<file path="config.mk">
export PLATFORM = sky130hd
export DESIGN_NAME = cd_channel_diag
export DESIGN_NICKNAME = d
export VERILOG_FILES = /design/src/core/cd_pkg.sv /design/src/core/cd_prbs_gen.sv /design/src/core/cd_prbs_chk.sv /design/src/core/cd_channel_diag.sv
export SDC_FILE = /design/constraint.sdc
export NUM_CORES = 1
export LEC_CHECK = 0
export BUFFER_PORTS_ARGS = -buffer_cell sky130_fd_sc_hd__buf_2
export CORE_MARGIN = 10
export CORE_UTILIZATION = 24
export DETAILED_ROUTE_END_ITERATION = 8
export PLACE_DENSITY = 0.44
export SYNTH_ARGS = -nofsm -noshare
export SYNTH_HDL_FRONTEND = slang
export SYNTH_SLANG_ARGS = --single-unit
</file>
<file path="constraint.sdc">
create_clock -name clk -period 4.7 [get_ports clk]
set_clock_uncertainty 0.1 [all_clocks]
set_input_delay 0.47 -clock clk [delete_from_list [all_inputs] [get_ports clk]]
set_output_delay 0.47 -clock clk [all_outputs]
set_load 0.05 [all_outputs]
</file>
<file path="src/core/cd_pkg.sv">
// Purpose: shared constants for the channel diagnostics block
// Assumes: one channel, single clock at 25 MHz
// Notes: register offsets and loop codes are local choices
package cd_pkg;
   localparam int cd_addr_w = 4;
   localparam logic [3:0] cd_ctrl_off = 4'h0;
   localparam logic [3:0] cd_inject_off = 4'h1;
   localparam logic [3:0] cd_status_off = 4'h2;
   // control register bit positions
   localparam int cd_prbs_en_pos = 0;
   localparam int cd_rate_e3_pos = 1;
   localparam int cd_local_loop_pos = 2;
   localparam int cd_remote_loop_pos = 3;
   localparam int cd_all_ones_pos = 4;
   localparam int cd_dual_pos = 5;
   localparam logic [5:0] cd_ctrl_rst = 6'h00;
   // loop select codes {remote, local}
   localparam logic [1:0] cd_loop_normal = 2'h0;
   localparam logic [1:0] cd_loop_digital = 2'h1;
   localparam logic [1:0] cd_loop_remote = 2'h2;
   localparam logic [1:0] cd_loop_analog = 2'h3;
   // lfsr lengths and taps
   localparam int cd_len_e3 = 23;
   localparam int cd_tap_e3 = 18;
   localparam int cd_len_ds3 = 15;
   localparam int cd_tap_ds3 = 14;
   // checker lock: good bits to sync, bad bits to drop
   localparam logic [5:0] cd_lock_count = 6'h20;
   localparam logic [3:0] cd_loss_count = 4'h8;
   typedef enum logic [2:0] {
      cd_hunt = 3'b001,
      cd_verify = 3'b010,
      cd_locked = 3'b100
   } cd_chk_state_type;
endpackage

</file>
<file path="src/core/cd_prbs_gen.sv">
// Purpose: prbs generator with single error insertion
// Assumes: advances one bit per clk cycle when enabled
// Notes: sequence length chosen by rate select
`timescale 1ns/1ns
module cd_prbs_gen (
   input wire logic clk, // clock
   input wire logic rst_n, // synchronised reset
   input wire logic enable, // generator running
   input wire logic rate_e3, // 1: 2^23-1, 0: 2^15-1
   input wire logic inject, // one-cycle error request
   output logic bit_out // generated bit
);
   import cd_pkg::*;
   logic [22:0] lfsr_r;
   logic fb;
   always_comb begin
      if (rate_e3) begin
         fb = lfsr_r[cd_len_e3-1] ^ lfsr_r[cd_tap_e3-1];
      end else begin
         fb = lfsr_r[cd_len_ds3-1] ^ lfsr_r[cd_tap_ds3-1];
      end
   end
   always_ff @(posedge clk or negedge rst_n) begin
      if (!rst_n) begin
         lfsr_r <= 23'h7fffff;
      end else if (enable) begin
         lfsr_r <= {lfsr_r[21:0], fb};
      end
   end
   // [RULE5] flip one output bit
   always_ff @(posedge clk or negedge rst_n) begin
      if (!rst_n) begin
         bit_out <= 1'b0;
      end else begin
         bit_out <= enable & (fb ^ inject);
      end
   end
endmodule

</file>
<file path="src/core/cd_prbs_chk.sv">
// Purpose: prbs checker with sync tracking and error pulses
// Assumes: self-synchronising by seeding from received bits
// Notes: loss after cd_loss_count consecutive errors
`timescale 1ns/1ns
module cd_prbs_chk (
   input wire logic clk, // clock
   input wire logic rst_n, // synchronised reset
   input wire logic enable, // checker running
   input wire logic rate_e3, // sequence length select
   input wire logic bit_in, // received bit
   output logic in_sync, // locked to pattern
   output logic err_pulse // one cycle per bad bit while locked
);
   import cd_pkg::*;
   cd_chk_state_type state_r;
   logic [22:0] shr_r;
   logic [5:0] good_r;
   logic [3:0] bad_r;
   logic pred, miss;
   assign pred = rate_e3 ? shr_r[cd_len_e3-1] ^ shr_r[cd_tap_e3-1]
                         : shr_r[cd_len_ds3-1] ^ shr_r[cd_tap_ds3-1];
   assign miss = pred ^ bit_in;
   assign in_sync = (state_r == cd_locked);
   // seeding from the line keeps realignment free of a search
   always_ff @(posedge clk or negedge rst_n) begin
      if (!rst_n) begin
         shr_r <= 23'h000000;
      end else if (enable) begin
         // flywheel once locked: one line error costs one miss only
         shr_r <= {shr_r[21:0], in_sync ? pred : bit_in};
      end
   end
   always_ff @(posedge clk or negedge rst_n) begin
      if (!rst_n) begin
         state_r <= cd_hunt;
         good_r <= 6'h00;
         bad_r <= 4'h0;
      end else if (!enable) begin
         state_r <= cd_hunt;
         good_r <= 6'h00;
         bad_r <= 4'h0;
      end else begin
         unique case (state_r)
            cd_hunt: begin
               good_r <= 6'h00;
               if (!miss) begin
                  state_r <= cd_verify;
               end
            end
            cd_verify: begin
               if (miss) begin
                  state_r <= cd_hunt;
               end else if (good_r == cd_lock_count - 6'h01) begin
                  state_r <= cd_locked;
                  bad_r <= 4'h0;
               end else begin
                  good_r <= good_r + 6'h01;
               end
            end
            cd_locked: begin
               if (!miss) begin
                  bad_r <= 4'h0;
               end else if (bad_r == cd_loss_count - 4'h1) begin
                  state_r <= cd_hunt;
               end else begin
                  bad_r <= bad_r + 4'h1;
               end
            end
         endcase
      end
   end
   // [RULE6] one pulse per error
   always_ff @(posedge clk or negedge rst_n) begin
      if (!rst_n) begin
         err_pulse <= 1'b0;
      end else begin
         err_pulse <= enable & in_sync & miss;
      end
   end
endmodule

</file>
<file path="src/core/cd_channel_diag.sv">
// Purpose: per-channel diagnostics: prbs, loopbacks, all-ones
// Assumes: line and data pins sampled on clk; clk stands for
//          the channel's transmit and recovered clocks
// Notes: analog path modelled as a digital short of line pins
`timescale 1ns/1ns
// Function
// [RULE1] prbs enable sends rate-dependent sequence
// [RULE2] prbs enable also enables checker
// [RULE3] negative output low when synchronised
// [RULE4] lock-lost flag and output high unsynchronised; in digital loop the output carries the looped negative rail instead
// [RULE5] inject bit inserts one bit error
// [RULE6] one-cycle high pulse per error
// [RULE7] injection only on zero-to-one write
// [RULE8] prbs mode forces single-rail operation
// [RULE9] two select bits choose loopback mode
// [RULE10] analog loop feeds transmit into receiver
// [RULE11] analog loop keeps transmitting, ignores line
// [RULE12] analog loop passes through jitter attenuator
// [RULE13] digital loop returns transmit clock, data
// [RULE14] remote loop retransmits received data
// [RULE15] remote loop still outputs received data
// [RULE16] remote loop ignores transmit inputs
// [RULE17] all-ones bit sends AMI ones
// [RULE18] all-ones timed by transmit clock
// [RULE19] all-ones inactive in analog, remote loops
// [RULE20] loop code mapping fixed in package
module cd_channel_diag (
   clk, // 25 MHz clock
   nrst, // async reset, active low
   addr, // register address
   wdata, // write data
   wr, // write strobe
   rd, // read strobe
   rdata, // read data, cycle after rd
   ja_present, // jitter attenuator in loop path
   tx_clock_in, // transmit clock from terminal
   tx_pos_data, // transmit positive rail / single data
   tx_neg_data, // transmit negative rail
   rx_line_pos, // line receive positive
   rx_line_neg, // line receive negative
   tx_line_pos, // line transmit positive
   tx_line_neg, // line transmit negative
   rx_clock_out, // receive clock to terminal
   rx_pos_data, // receive positive rail / data
   rx_neg_violation_out, // receive negative rail / prbs status
   sequence_lock_lost_flag // checker not synchronised
);
   import cd_pkg::*;
   input wire logic clk;
   input wire logic nrst;
   input wire logic [cd_pkg::cd_addr_w-1:0] addr;
   input wire logic [7:0] wdata;
   input wire logic wr;
   input wire logic rd;
   output logic [7:0] rdata;
   input wire logic ja_present;
   input wire logic tx_clock_in;
   input wire logic tx_pos_data;
   input wire logic tx_neg_data;
   input wire logic rx_line_pos;
   input wire logic rx_line_neg;
   output logic tx_line_pos;
   output logic tx_line_neg;
   output logic rx_clock_out;
   output logic rx_pos_data;
   output logic rx_neg_violation_out;
   output logic sequence_lock_lost_flag;

   logic rst_a_r, rst_n;
   logic [5:0] ctrl_r;
   logic error_inject_bit_r;
   logic inject_pulse;
   logic prbs_enable_bit, rate_e3, tx_all_ones_ctl, dual_rail;
   logic [1:0] loop_mode;
   logic gen_bit, in_sync, err_pulse;
   logic tx_clk_d_r, tx_tick;
   logic ones_phase_r;
   logic ja_pos_r, ja_neg_r;
   logic src_pos, src_neg, line_pos, line_neg;
   logic rx_pos_in, rx_neg_in;
   logic [7:0] rd_val;

   // reset release through two flops
   always_ff @(posedge clk or negedge nrst) begin
      if (!nrst) begin
         rst_a_r <= 1'b0;
         rst_n <= 1'b0;
      end else begin
         rst_a_r <= 1'b1;
         rst_n <= rst_a_r;
      end
   end

   // [RULE20] loop code is {remote, local}
   function automatic logic [1:0] loop_decode(input logic [5:0] c);
      loop_decode = {c[cd_remote_loop_pos], c[cd_local_loop_pos]};
   endfunction

   assign prbs_enable_bit = ctrl_r[cd_prbs_en_pos];
   assign rate_e3 = ctrl_r[cd_rate_e3_pos];
   assign tx_all_ones_ctl = ctrl_r[cd_all_ones_pos];
   // [RULE9] remote and local select
   assign loop_mode = loop_decode(ctrl_r);
   // [RULE8] prbs forces single rail
   assign dual_rail = ctrl_r[cd_dual_pos] & ~prbs_enable_bit;

   always_ff @(posedge clk or negedge rst_n) begin
      if (!rst_n) begin
         ctrl_r <= cd_ctrl_rst;
      end else if (wr && addr == cd_ctrl_off) begin
         ctrl_r <= wdata[5:0];
      end
   end

   always_ff @(posedge clk or negedge rst_n) begin
      if (!rst_n) begin
         error_inject_bit_r <= 1'b0;
      end else if (wr && addr == cd_inject_off) begin
         error_inject_bit_r <= wdata[0];
      end
   end
   // [RULE7] edge-triggered injection
   // a repeated 1 write does nothing; software clears first
   assign inject_pulse = wr && addr == cd_inject_off && wdata[0]
                         && !error_inject_bit_r && prbs_enable_bit;

   // [RULE18] transmit timing from tx clock edges
   always_ff @(posedge clk or negedge rst_n) begin
      if (!rst_n) begin
         tx_clk_d_r <= 1'b0;
      end else begin
         tx_clk_d_r <= tx_clock_in;
      end
   end
   assign tx_tick = tx_clock_in & ~tx_clk_d_r;

   // [RULE1] generator runs while enabled
   cd_prbs_gen u_gen (
      .clk(clk),
      .rst_n(rst_n),
      .enable(prbs_enable_bit),
      .rate_e3(rate_e3),
      .inject(inject_pulse),
      .bit_out(gen_bit)
   );

   // [RULE17] AMI ones alternate polarity each tick
   always_ff @(posedge clk or negedge rst_n) begin
      if (!rst_n) begin
         ones_phase_r <= 1'b0;
      end else if (tx_tick) begin
         ones_phase_r <= ~ones_phase_r;
      end
   end

   // transmit source selection
   always_comb begin
      if (loop_mode == cd_loop_remote) begin
         // [RULE14] received data retransmitted
         // [RULE16] tx inputs ignored
         src_pos = rx_line_pos;
         src_neg = rx_line_neg;
      end else if (tx_all_ones_ctl && loop_mode != cd_loop_analog) begin
         // [RULE19] all-ones only outside analog and remote
         // one mark per rising clock edge: a stopped clock sends nothing
         src_pos = tx_tick & ~ones_phase_r;
         src_neg = tx_tick & ones_phase_r;
      end else if (prbs_enable_bit) begin
         src_pos = gen_bit;
         src_neg = 1'b0;
      end else begin
         src_pos = tx_pos_data;
         src_neg = dual_rail ? tx_neg_data : 1'b0;
      end
   end

   // [RULE12] attenuator stage, bypassed when absent
   // modelled as a single retiming flop
   always_ff @(posedge clk or negedge rst_n) begin
      if (!rst_n) begin
         ja_pos_r <= 1'b0;
         ja_neg_r <= 1'b0;
      end else begin
         ja_pos_r <= src_pos;
         ja_neg_r <= src_neg;
      end
   end
   assign line_pos = ja_present ? ja_pos_r : src_pos;
   assign line_neg = ja_present ? ja_neg_r : src_neg;

   // [RULE11] line outputs keep driving in analog loop
   always_ff @(posedge clk or negedge rst_n) begin
      if (!rst_n) begin
         tx_line_pos <= 1'b0;
         tx_line_neg <= 1'b0;
      end else begin
         tx_line_pos <= line_pos;
         tx_line_neg <= line_neg;
      end
   end

   // [RULE10] analog loop feeds tx line into receiver
   assign rx_pos_in = (loop_mode == cd_loop_analog) ? tx_line_pos
                                                     : rx_line_pos;
   assign rx_neg_in = (loop_mode == cd_loop_analog) ? tx_line_neg
                                                     : rx_line_neg;

   // [RULE2] checker enabled with generator
   cd_prbs_chk u_chk (
      .clk(clk),
      .rst_n(rst_n),
      .enable(prbs_enable_bit),
      .rate_e3(rate_e3),
      .bit_in(rx_pos_in),
      .in_sync(in_sync),
      .err_pulse(err_pulse)
   );

   // [RULE4] lock lost flag
   always_ff @(posedge clk or negedge rst_n) begin
      if (!rst_n) begin
         sequence_lock_lost_flag <= 1'b0;
      end else begin
         sequence_lock_lost_flag <= prbs_enable_bit & ~in_sync;
      end
   end

   // receive side outputs
   always_ff @(posedge clk or negedge rst_n) begin
      if (!rst_n) begin
         rx_clock_out <= 1'b0;
         rx_pos_data <= 1'b0;
         rx_neg_violation_out <= 1'b0;
      end else if (loop_mode == cd_loop_digital) begin
         // [RULE13] digital loop returns tx clock and data
         rx_clock_out <= tx_clock_in;
         rx_pos_data <= src_pos;
         rx_neg_violation_out <= src_neg;
      end else begin
         rx_clock_out <= tx_clock_in;
         // [RULE15] received data still presented
         rx_pos_data <= rx_pos_in;
         if (prbs_enable_bit) begin
            // [RULE3] low in sync, [RULE6] pulse on error
            rx_neg_violation_out <= ~in_sync | err_pulse;
         end else begin
            rx_neg_violation_out <= dual_rail & rx_neg_in;
         end
      end
   end

   // register read, one cycle latency
   always_comb begin
      rd_val = 8'h00;
      unique case (addr)
         cd_ctrl_off: rd_val = {2'h0, ctrl_r};
         cd_inject_off: rd_val = {7'h00, error_inject_bit_r};
         cd_status_off: rd_val = {6'h00, in_sync,
                                  sequence_lock_lost_flag};
         default: rd_val = 8'h00;
      endcase
   end

   always_ff @(posedge clk or negedge rst_n) begin
      if (!rst_n) begin
         rdata <= 8'h00;
      end else if (rd) begin
         rdata <= rd_val;
      end else begin
         rdata <= 8'h00;
      end
   end
endmodule

</file>
# [Yosys cells after proc, flatten, opt, wreduce, memory -nomap -nowiden]
# Cells that the tools add are included.
[totals] register_bits=87 latch_bits=0 ramBits=0 mem_bits_ro=0 input_bits=22 wordCells=111 mem_count=0
[op_classes] addsub=2 multipliers=0 n_div=0 order_cmp=0 n_eq_ne=21 n_shift=0 mux=36 n_bitwise=20 n_reduce_logical=11
[ops] op="6-bit two-way mux" count=4
[ops] op="4-bit two-way mux" count=5
[ops] op="3-bit two-way mux" count=6
[ops] op="6-bit case mux with 3 select lines" count=1
[ops] op="1-bit two-way mux" count=17
[ops] op="6-bit case mux with 2 select lines" count=1
[ops] op="1-bit bitwise AND" count=9
[ops] op="3-bit by 2-bit inequality test with 1-bit output, second input constant" count=3
[ops] op="3-bit inequality test, second input constant" count=3
[ops] op="3-bit case mux with 3 select lines" count=1
[ops] op="4-bit case mux with 2 select lines" count=1
[ops] op="4-bit AND reduction" count=2
[ops] op="6-bit by 1-bit adder with 6-bit output, second input constant" count=1
[ops] op="6-bit by 5-bit equality test with 1-bit output, second input constant" count=1
[ops] op="1-bit logical AND" count=6
[ops] op="3-bit by 1-bit inequality test with 1-bit output, second input constant" count=2
[ops] op="1-bit XOR" count=6
[ops] op="4-bit by 1-bit adder with 4-bit output, second input constant" count=1
[ops] op="2-bit equality test, second input constant" count=2
[ops] op="4-bit by 1-bit equality test with 1-bit output, second input constant" count=1
[ops] op="4-bit by 2-bit equality test with 1-bit output, second input constant" count=1
[ops] op="4-bit by 3-bit equality test with 1-bit output, second input constant" count=1
[ops] op="4-bit zero test" count=1
[ops] op="4-bit by 2-bit inequality test with 1-bit output, second input constant" count=1
[ops] op="other kinds (10)" count=13

# [Depth between registers and ports, before layout]
[depth] word_depth=7 mapped_depth=7 ltp_nobuf=6

# [Cells and area by module]
# A second synthesis with hierarchy kept.
[hier_totals] hier_cells=298 area_unflattened_um2=3799.9
[by_module_without_submodules] module="cd_prbs_chk" instances=1 cells_per_inst=150 area_each_um2=1765.4 seq_area_each_um2=927.1
[by_module_without_submodules] module="cd_channel_diag" instances=1 cells_per_inst=90 area_each_um2=1062.3 seq_area_each_um2=600.6
[by_module_without_submodules] module="cd_prbs_gen" instances=1 cells_per_inst=58 area_each_um2=972.2 seq_area_each_um2=629.4

# [Worst setup path before layout]
# No wires, ideal clock.
[synth_timing] path_kind="flip-flop to flip-flop" from="register tx_line_pos" to="register u_chk.good_r[3]" t_arrival_ps=1640 setup_slack_ps=2836 stages_incl_launch_ff=7 synth_period_minus_slack_ps=1864 path_cell_list="dfrtp_1 > and3_4 > nor2_2 > xnor2_1 > buf_6 > nor4_1 > a211o_1"
[synth_via] elab_chain_cells=4
[synth_lines] element="from (decl)" line="cd_channel_diag.sv:62" rtl="output logic tx_line_pos;"
[synth_lines] element="from (signal assigned)" line="cd_channel_diag.sv:197" rtl="tx_line_pos <= line_pos;"
[synth_lines] element="1-bit two-way mux" line="cd_channel_diag.sv:203" rtl="assign rx_pos_in = (loop_mode == cd_loop_analog) ? tx_line_pos"
[synth_lines] element="1-bit XOR" line="cd_prbs_chk.sv:22" rtl="assign miss = pred ^ bit_in;"
[synth_lines] element="3-bit inequality test (no line)"
[synth_lines] element="3-bit AND reduction (no line)"
[synth_lines] element="to (signal assigned)" line="cd_prbs_chk.sv:57" rtl="good_r <= good_r + 6'h01;"
[synth_lines] element="to (decl)" line="cd_prbs_chk.sv:17" rtl="logic [5:0] good_r;"
# No other way between the ends.
# A chain may end at the register's enable or synchronous reset.

# [Worst setup path after layout]
[layout_timing] from="register ctrl_r[3]" to="register u_chk.good_r[0]"
[layout_via] elab_chain_cells=5
[layout_lines] element="from (decl)" line="cd_channel_diag.sv:70" rtl="logic [5:0] ctrl_r;"
[layout_lines] element="from (signal assigned)" line="cd_channel_diag.sv:109" rtl="ctrl_r <= cd_ctrl_rst;"
[layout_lines] element="from (signal assigned)" line="cd_channel_diag.sv:111" rtl="ctrl_r <= wdata[5:0];"
[layout_lines] element="2-bit equality test" line="cd_channel_diag.sv:203"
[layout_lines] element="1-bit two-way mux" line="cd_channel_diag.sv:203"
[layout_lines] element="1-bit XOR" line="cd_prbs_chk.sv:22"
[layout_lines] element="3-bit inequality test (no line)"
[layout_lines] element="3-bit AND reduction (no line)"
# No other way between the ends.

==> impl_results.md <==
- Max H-tree Level: 3
- First-pass DRT Iterations: 4
- Place WS: 2.09 ns
- CTS max path bufs: 2
- Critical path required time: 4.81 ns
- Hold Path Class: reg -> async
- Vias in the first global route: 2,366
- Final wirelength: 6750 um
- P&R area growth vs syn: 18.3%
- Max rail drop VDD: 0.000244 V
- FF/Latch Area: 2160 um2
- Seq pwr share: 44.6%
- Number of clock sinks: 85
- Chip height: 145 um
- Post-Synthesis Cells: 284
- Combinational fraction of design power: 21.8%
- Max-cap viol count: 0
- Overflow after GRT: 0
- EDFF count, synth: 0
- FILL cells: 1,558
- Worst-path clk slew: 0.06 ns
- Delay-heaviest family, CP: XOR/XNOR gates
- Outcome: completed
- Sequential-to-total area share from yosys stat: 57.6%
- Fin. Hold Viols: 0
- Final-report max-slew violation count: 0
- Post-DP HPWL: 4780 um
- Clk Tree Root Cell: clkbuf_16
- Final period util: 53.3%
- Iter 0 DRT Violations: 102
- Post-route DRC: 0
- Worst reg2reg path depth: 5
- RSZ-0062 raised after global routing: no
- Reg-to-reg endpoint: u_chk.good_r[0]
- Largest net degree at the start of global routing: 55
- Mapped Avg Cell Area: 13.2 um2
- Number of vias per cell: 4.21
- CP cell instances: a21boi_1 -> nor2_2 -> xnor2_1 -> nor3_1 -> mux2_2
- Util after Layout: 29.0%
- Reg2reg setup slack: 2.19 ns
- Worst slew pin tran: 1.05 ns
- DR vias: 2,247
- Pint: 1580 uW
- Worst Path Arrival: 2.62 ns
- Synth Flop Type: dfrtp_1
- Initial antenna violation count: 0
- CTS tree: yes
- WL met2: 3210 um
- Uppermost layer routed: met4
- Leak pwr: 0.00193 uW
- Max_slew headroom: 29.7%
- Kind of critical path: reg -> reg
- Startpoint types: flop
- Max stage delay cell, worst path: xnor2_1
- Crit Path Max Fanout: 12
- FF-to-FF Start: ctrl_r[3]
- Total track usage: 7.00%
- Num rows: 45
- Post-DRT Antenna Nets: 0
- Die width: 145 um
- Crit end category: flop
- Io pins: 36
- Count of cell types in the netlist: 49
- Area of the core: 15,300 um2
- Buf/Inv on CP: 0
- Clock Power Share: 33.6%
- FFs w/ async S/R, synth: 100%
- CTS Buf Count: 9
- Die area: 21,000 um2
- Max incr delay on CP: 0.83 ns
- Fin nets: 342
- Met3 WL post-DR: 292 um
- Initial Util: 24.5%
- Flops & latches, synth: 85
- Yosys warnings: 0
- Worst setup margin: 2.19 ns
- Final Critical Period: 2.51 ns
- Synth Cell Area: 3740 um2
- Final setup vio count: 0
- Post-cts sizing count: 0
- I/O Buffers: 31
- Setup TNS: 0 ns
- Area of the multi-input gates: 1490 um2
- GPL Wtd Cong: 0.738
- Antenna cell count: 0
- DR WL/cell: 12.6 um
- First-pass GRT wire length: 11,600 um
- PwrDens: 504 nW/um2
- Peak Freq: 0.399 GHz
- Share of layout cells above drive strength 1: 42.4%
- Worst skew pair latency: 0.33 ns
- Metal-1 WL: 3130 um
- Sw Share: 29.1%
- Switching pwr: 649 uW
## logic make-up (layout without fill, tap and decap cells)
logic type | Yosys count | count (layout) | synth area share (%)
buffers and inverters | 14 | 52 | 2.54
AO/OA/AOI/OAI | 35 | 35 | 6.29
adder cells (fa/ha/maj) | 2 | 2 | 0.669
XOR/XNOR | 10 | 10 | 2.34
AND/OR/NAND/NOR | 74 | 74 | 11.5
multiplexers | 62 | 62 | 18.9
flip-flops | 85 | 85 | 57.6
other | 2 | 3 | 0.201
## Yosys cell counts (all sizes together), types with 5 or more instances
master  instances  area (um2)
a21oi           6        30.0
a31oi           5        31.3
mux2           55         619
mux2i           7        86.3
o21ai           9        45.0
nand2          15        56.3
nand3           9        45.0
dfstp          24         631
xnor2           6        52.6
dfrtp          61        1530
clkbuf          8        50.1
and2            7        43.8
nor2           17        66.3
## layout by cell type, fill, tap and decap left out, types with 5 or more instances in the layout
cell,n
a21oi_1,6
and2_1,7
mux2i_1,5
nor2_1,16
o21ai_0,7
dfrtp_1,59
mux2_2,55
clkbuf_16,9
xnor2_1,6
a31oi_1,5
dfstp_2,24
buf_2,31
nand3_1,9
nand2_1,15
## worst reg2reg max path, cell delays in order, from the launching register on
cell	delay (ns)
dfrtp_1	0.46
a21boi_1	0.29
nor2_2	0.11
xnor2_1	0.83
nor3_1	0.27
mux2_2	0.33
## timing repair
action,in CTS,in global routing
hold endpoints to repair,2,0
setup endpoints to repair,0,0
hold buffers,1,0
buffers inserted,0,0
## flip-flops by register name, indices dropped and copies added (netlist names)
| name | flops |
|---|---|
| ctrl_r | 6 |
| error_inject_bit_r | 1 |
| ja_neg_r | 1 |
| ja_pos_r | 1 |
| ones_phase_r | 1 |
| rdata | 6 |
| rst_a_r | 1 |
| rst_n | 1 |
| rx_clock_out | 1 |
| rx_neg_violation_out | 1 |
| rx_pos_data | 1 |
| sequence_lock_lost_flag | 1 |
| tx_line_neg | 1 |
| tx_line_pos | 1 |
| u_chk.bad_r | 4 |
| u_chk.err_pulse | 1 |
| u_chk.good_r | 6 |
| u_chk.shr_r | 23 |
| u_chk.state_r | 3 |
| u_gen.bit_out | 1 |
| u_gen.lfsr_r | 23 |
## metal layers
layer	track usage, %	vias up
met5	0	-
met3	2.64	8
met1	8.30	1123
li1	-	1080
met2	11.4	36
met4	2.50	0
## worst max-delay path by stage
| stage | endpoint | start | slack [ns] | cells past startpoint |
|---|---|---|---|---|
| final | u_chk.good_r[0] | ctrl_r[3] | 2.19 | 5 |
| after global routing | u_chk.good_r[0] | ctrl_r[3] | 1.91 | 5 |
| after CTS | u_chk.good_r[0] | ctrl_r[3] | 2.18 | 5 |
| after detailed placement | u_chk.good_r[0] | rx_line_pos | 2.09 | 6 |
| after global placement | u_chk.good_r[0] | rx_line_pos | 2.12 | 6 |
| after floorplan | ctrl_r[0] | rst_n | 2.10 | 0 |
## through the flow
step	hold WS, ns	cell area, um2	total power [uW]	cells
finish	0.150	4430	2230	534
global route	0.152	4430	2370	534
CTS	0.146	4430	2270	534
detailed placement	0.158	4100	1500	517
global placement	0.156	4100	1490	517
floorplan	0.0744	3750	1410	285
## power groups by stage
stage | Clock [uW] | Sequential [uW] | Combinational, uW
after floorplan | 0 | 1020 | 394
after global placement | 0 | 1010 | 488
after detailed placement | 0 | 1010 | 493
after CTS | 776 | 999 | 495
after global routing | 811 | 1020 | 536
final | 749 | 995 | 486
## cell type report
type	instances	area share (%)
timing repair buffer	34	4.07
clock inverter	3	1.55
inverter	2	0.170
clock buffer	13	5.65
tap	211	5.96
sequential	85	48.8
multi-input combinational	186	33.7
No activity file was read; power rests on OpenSTA's default activity.
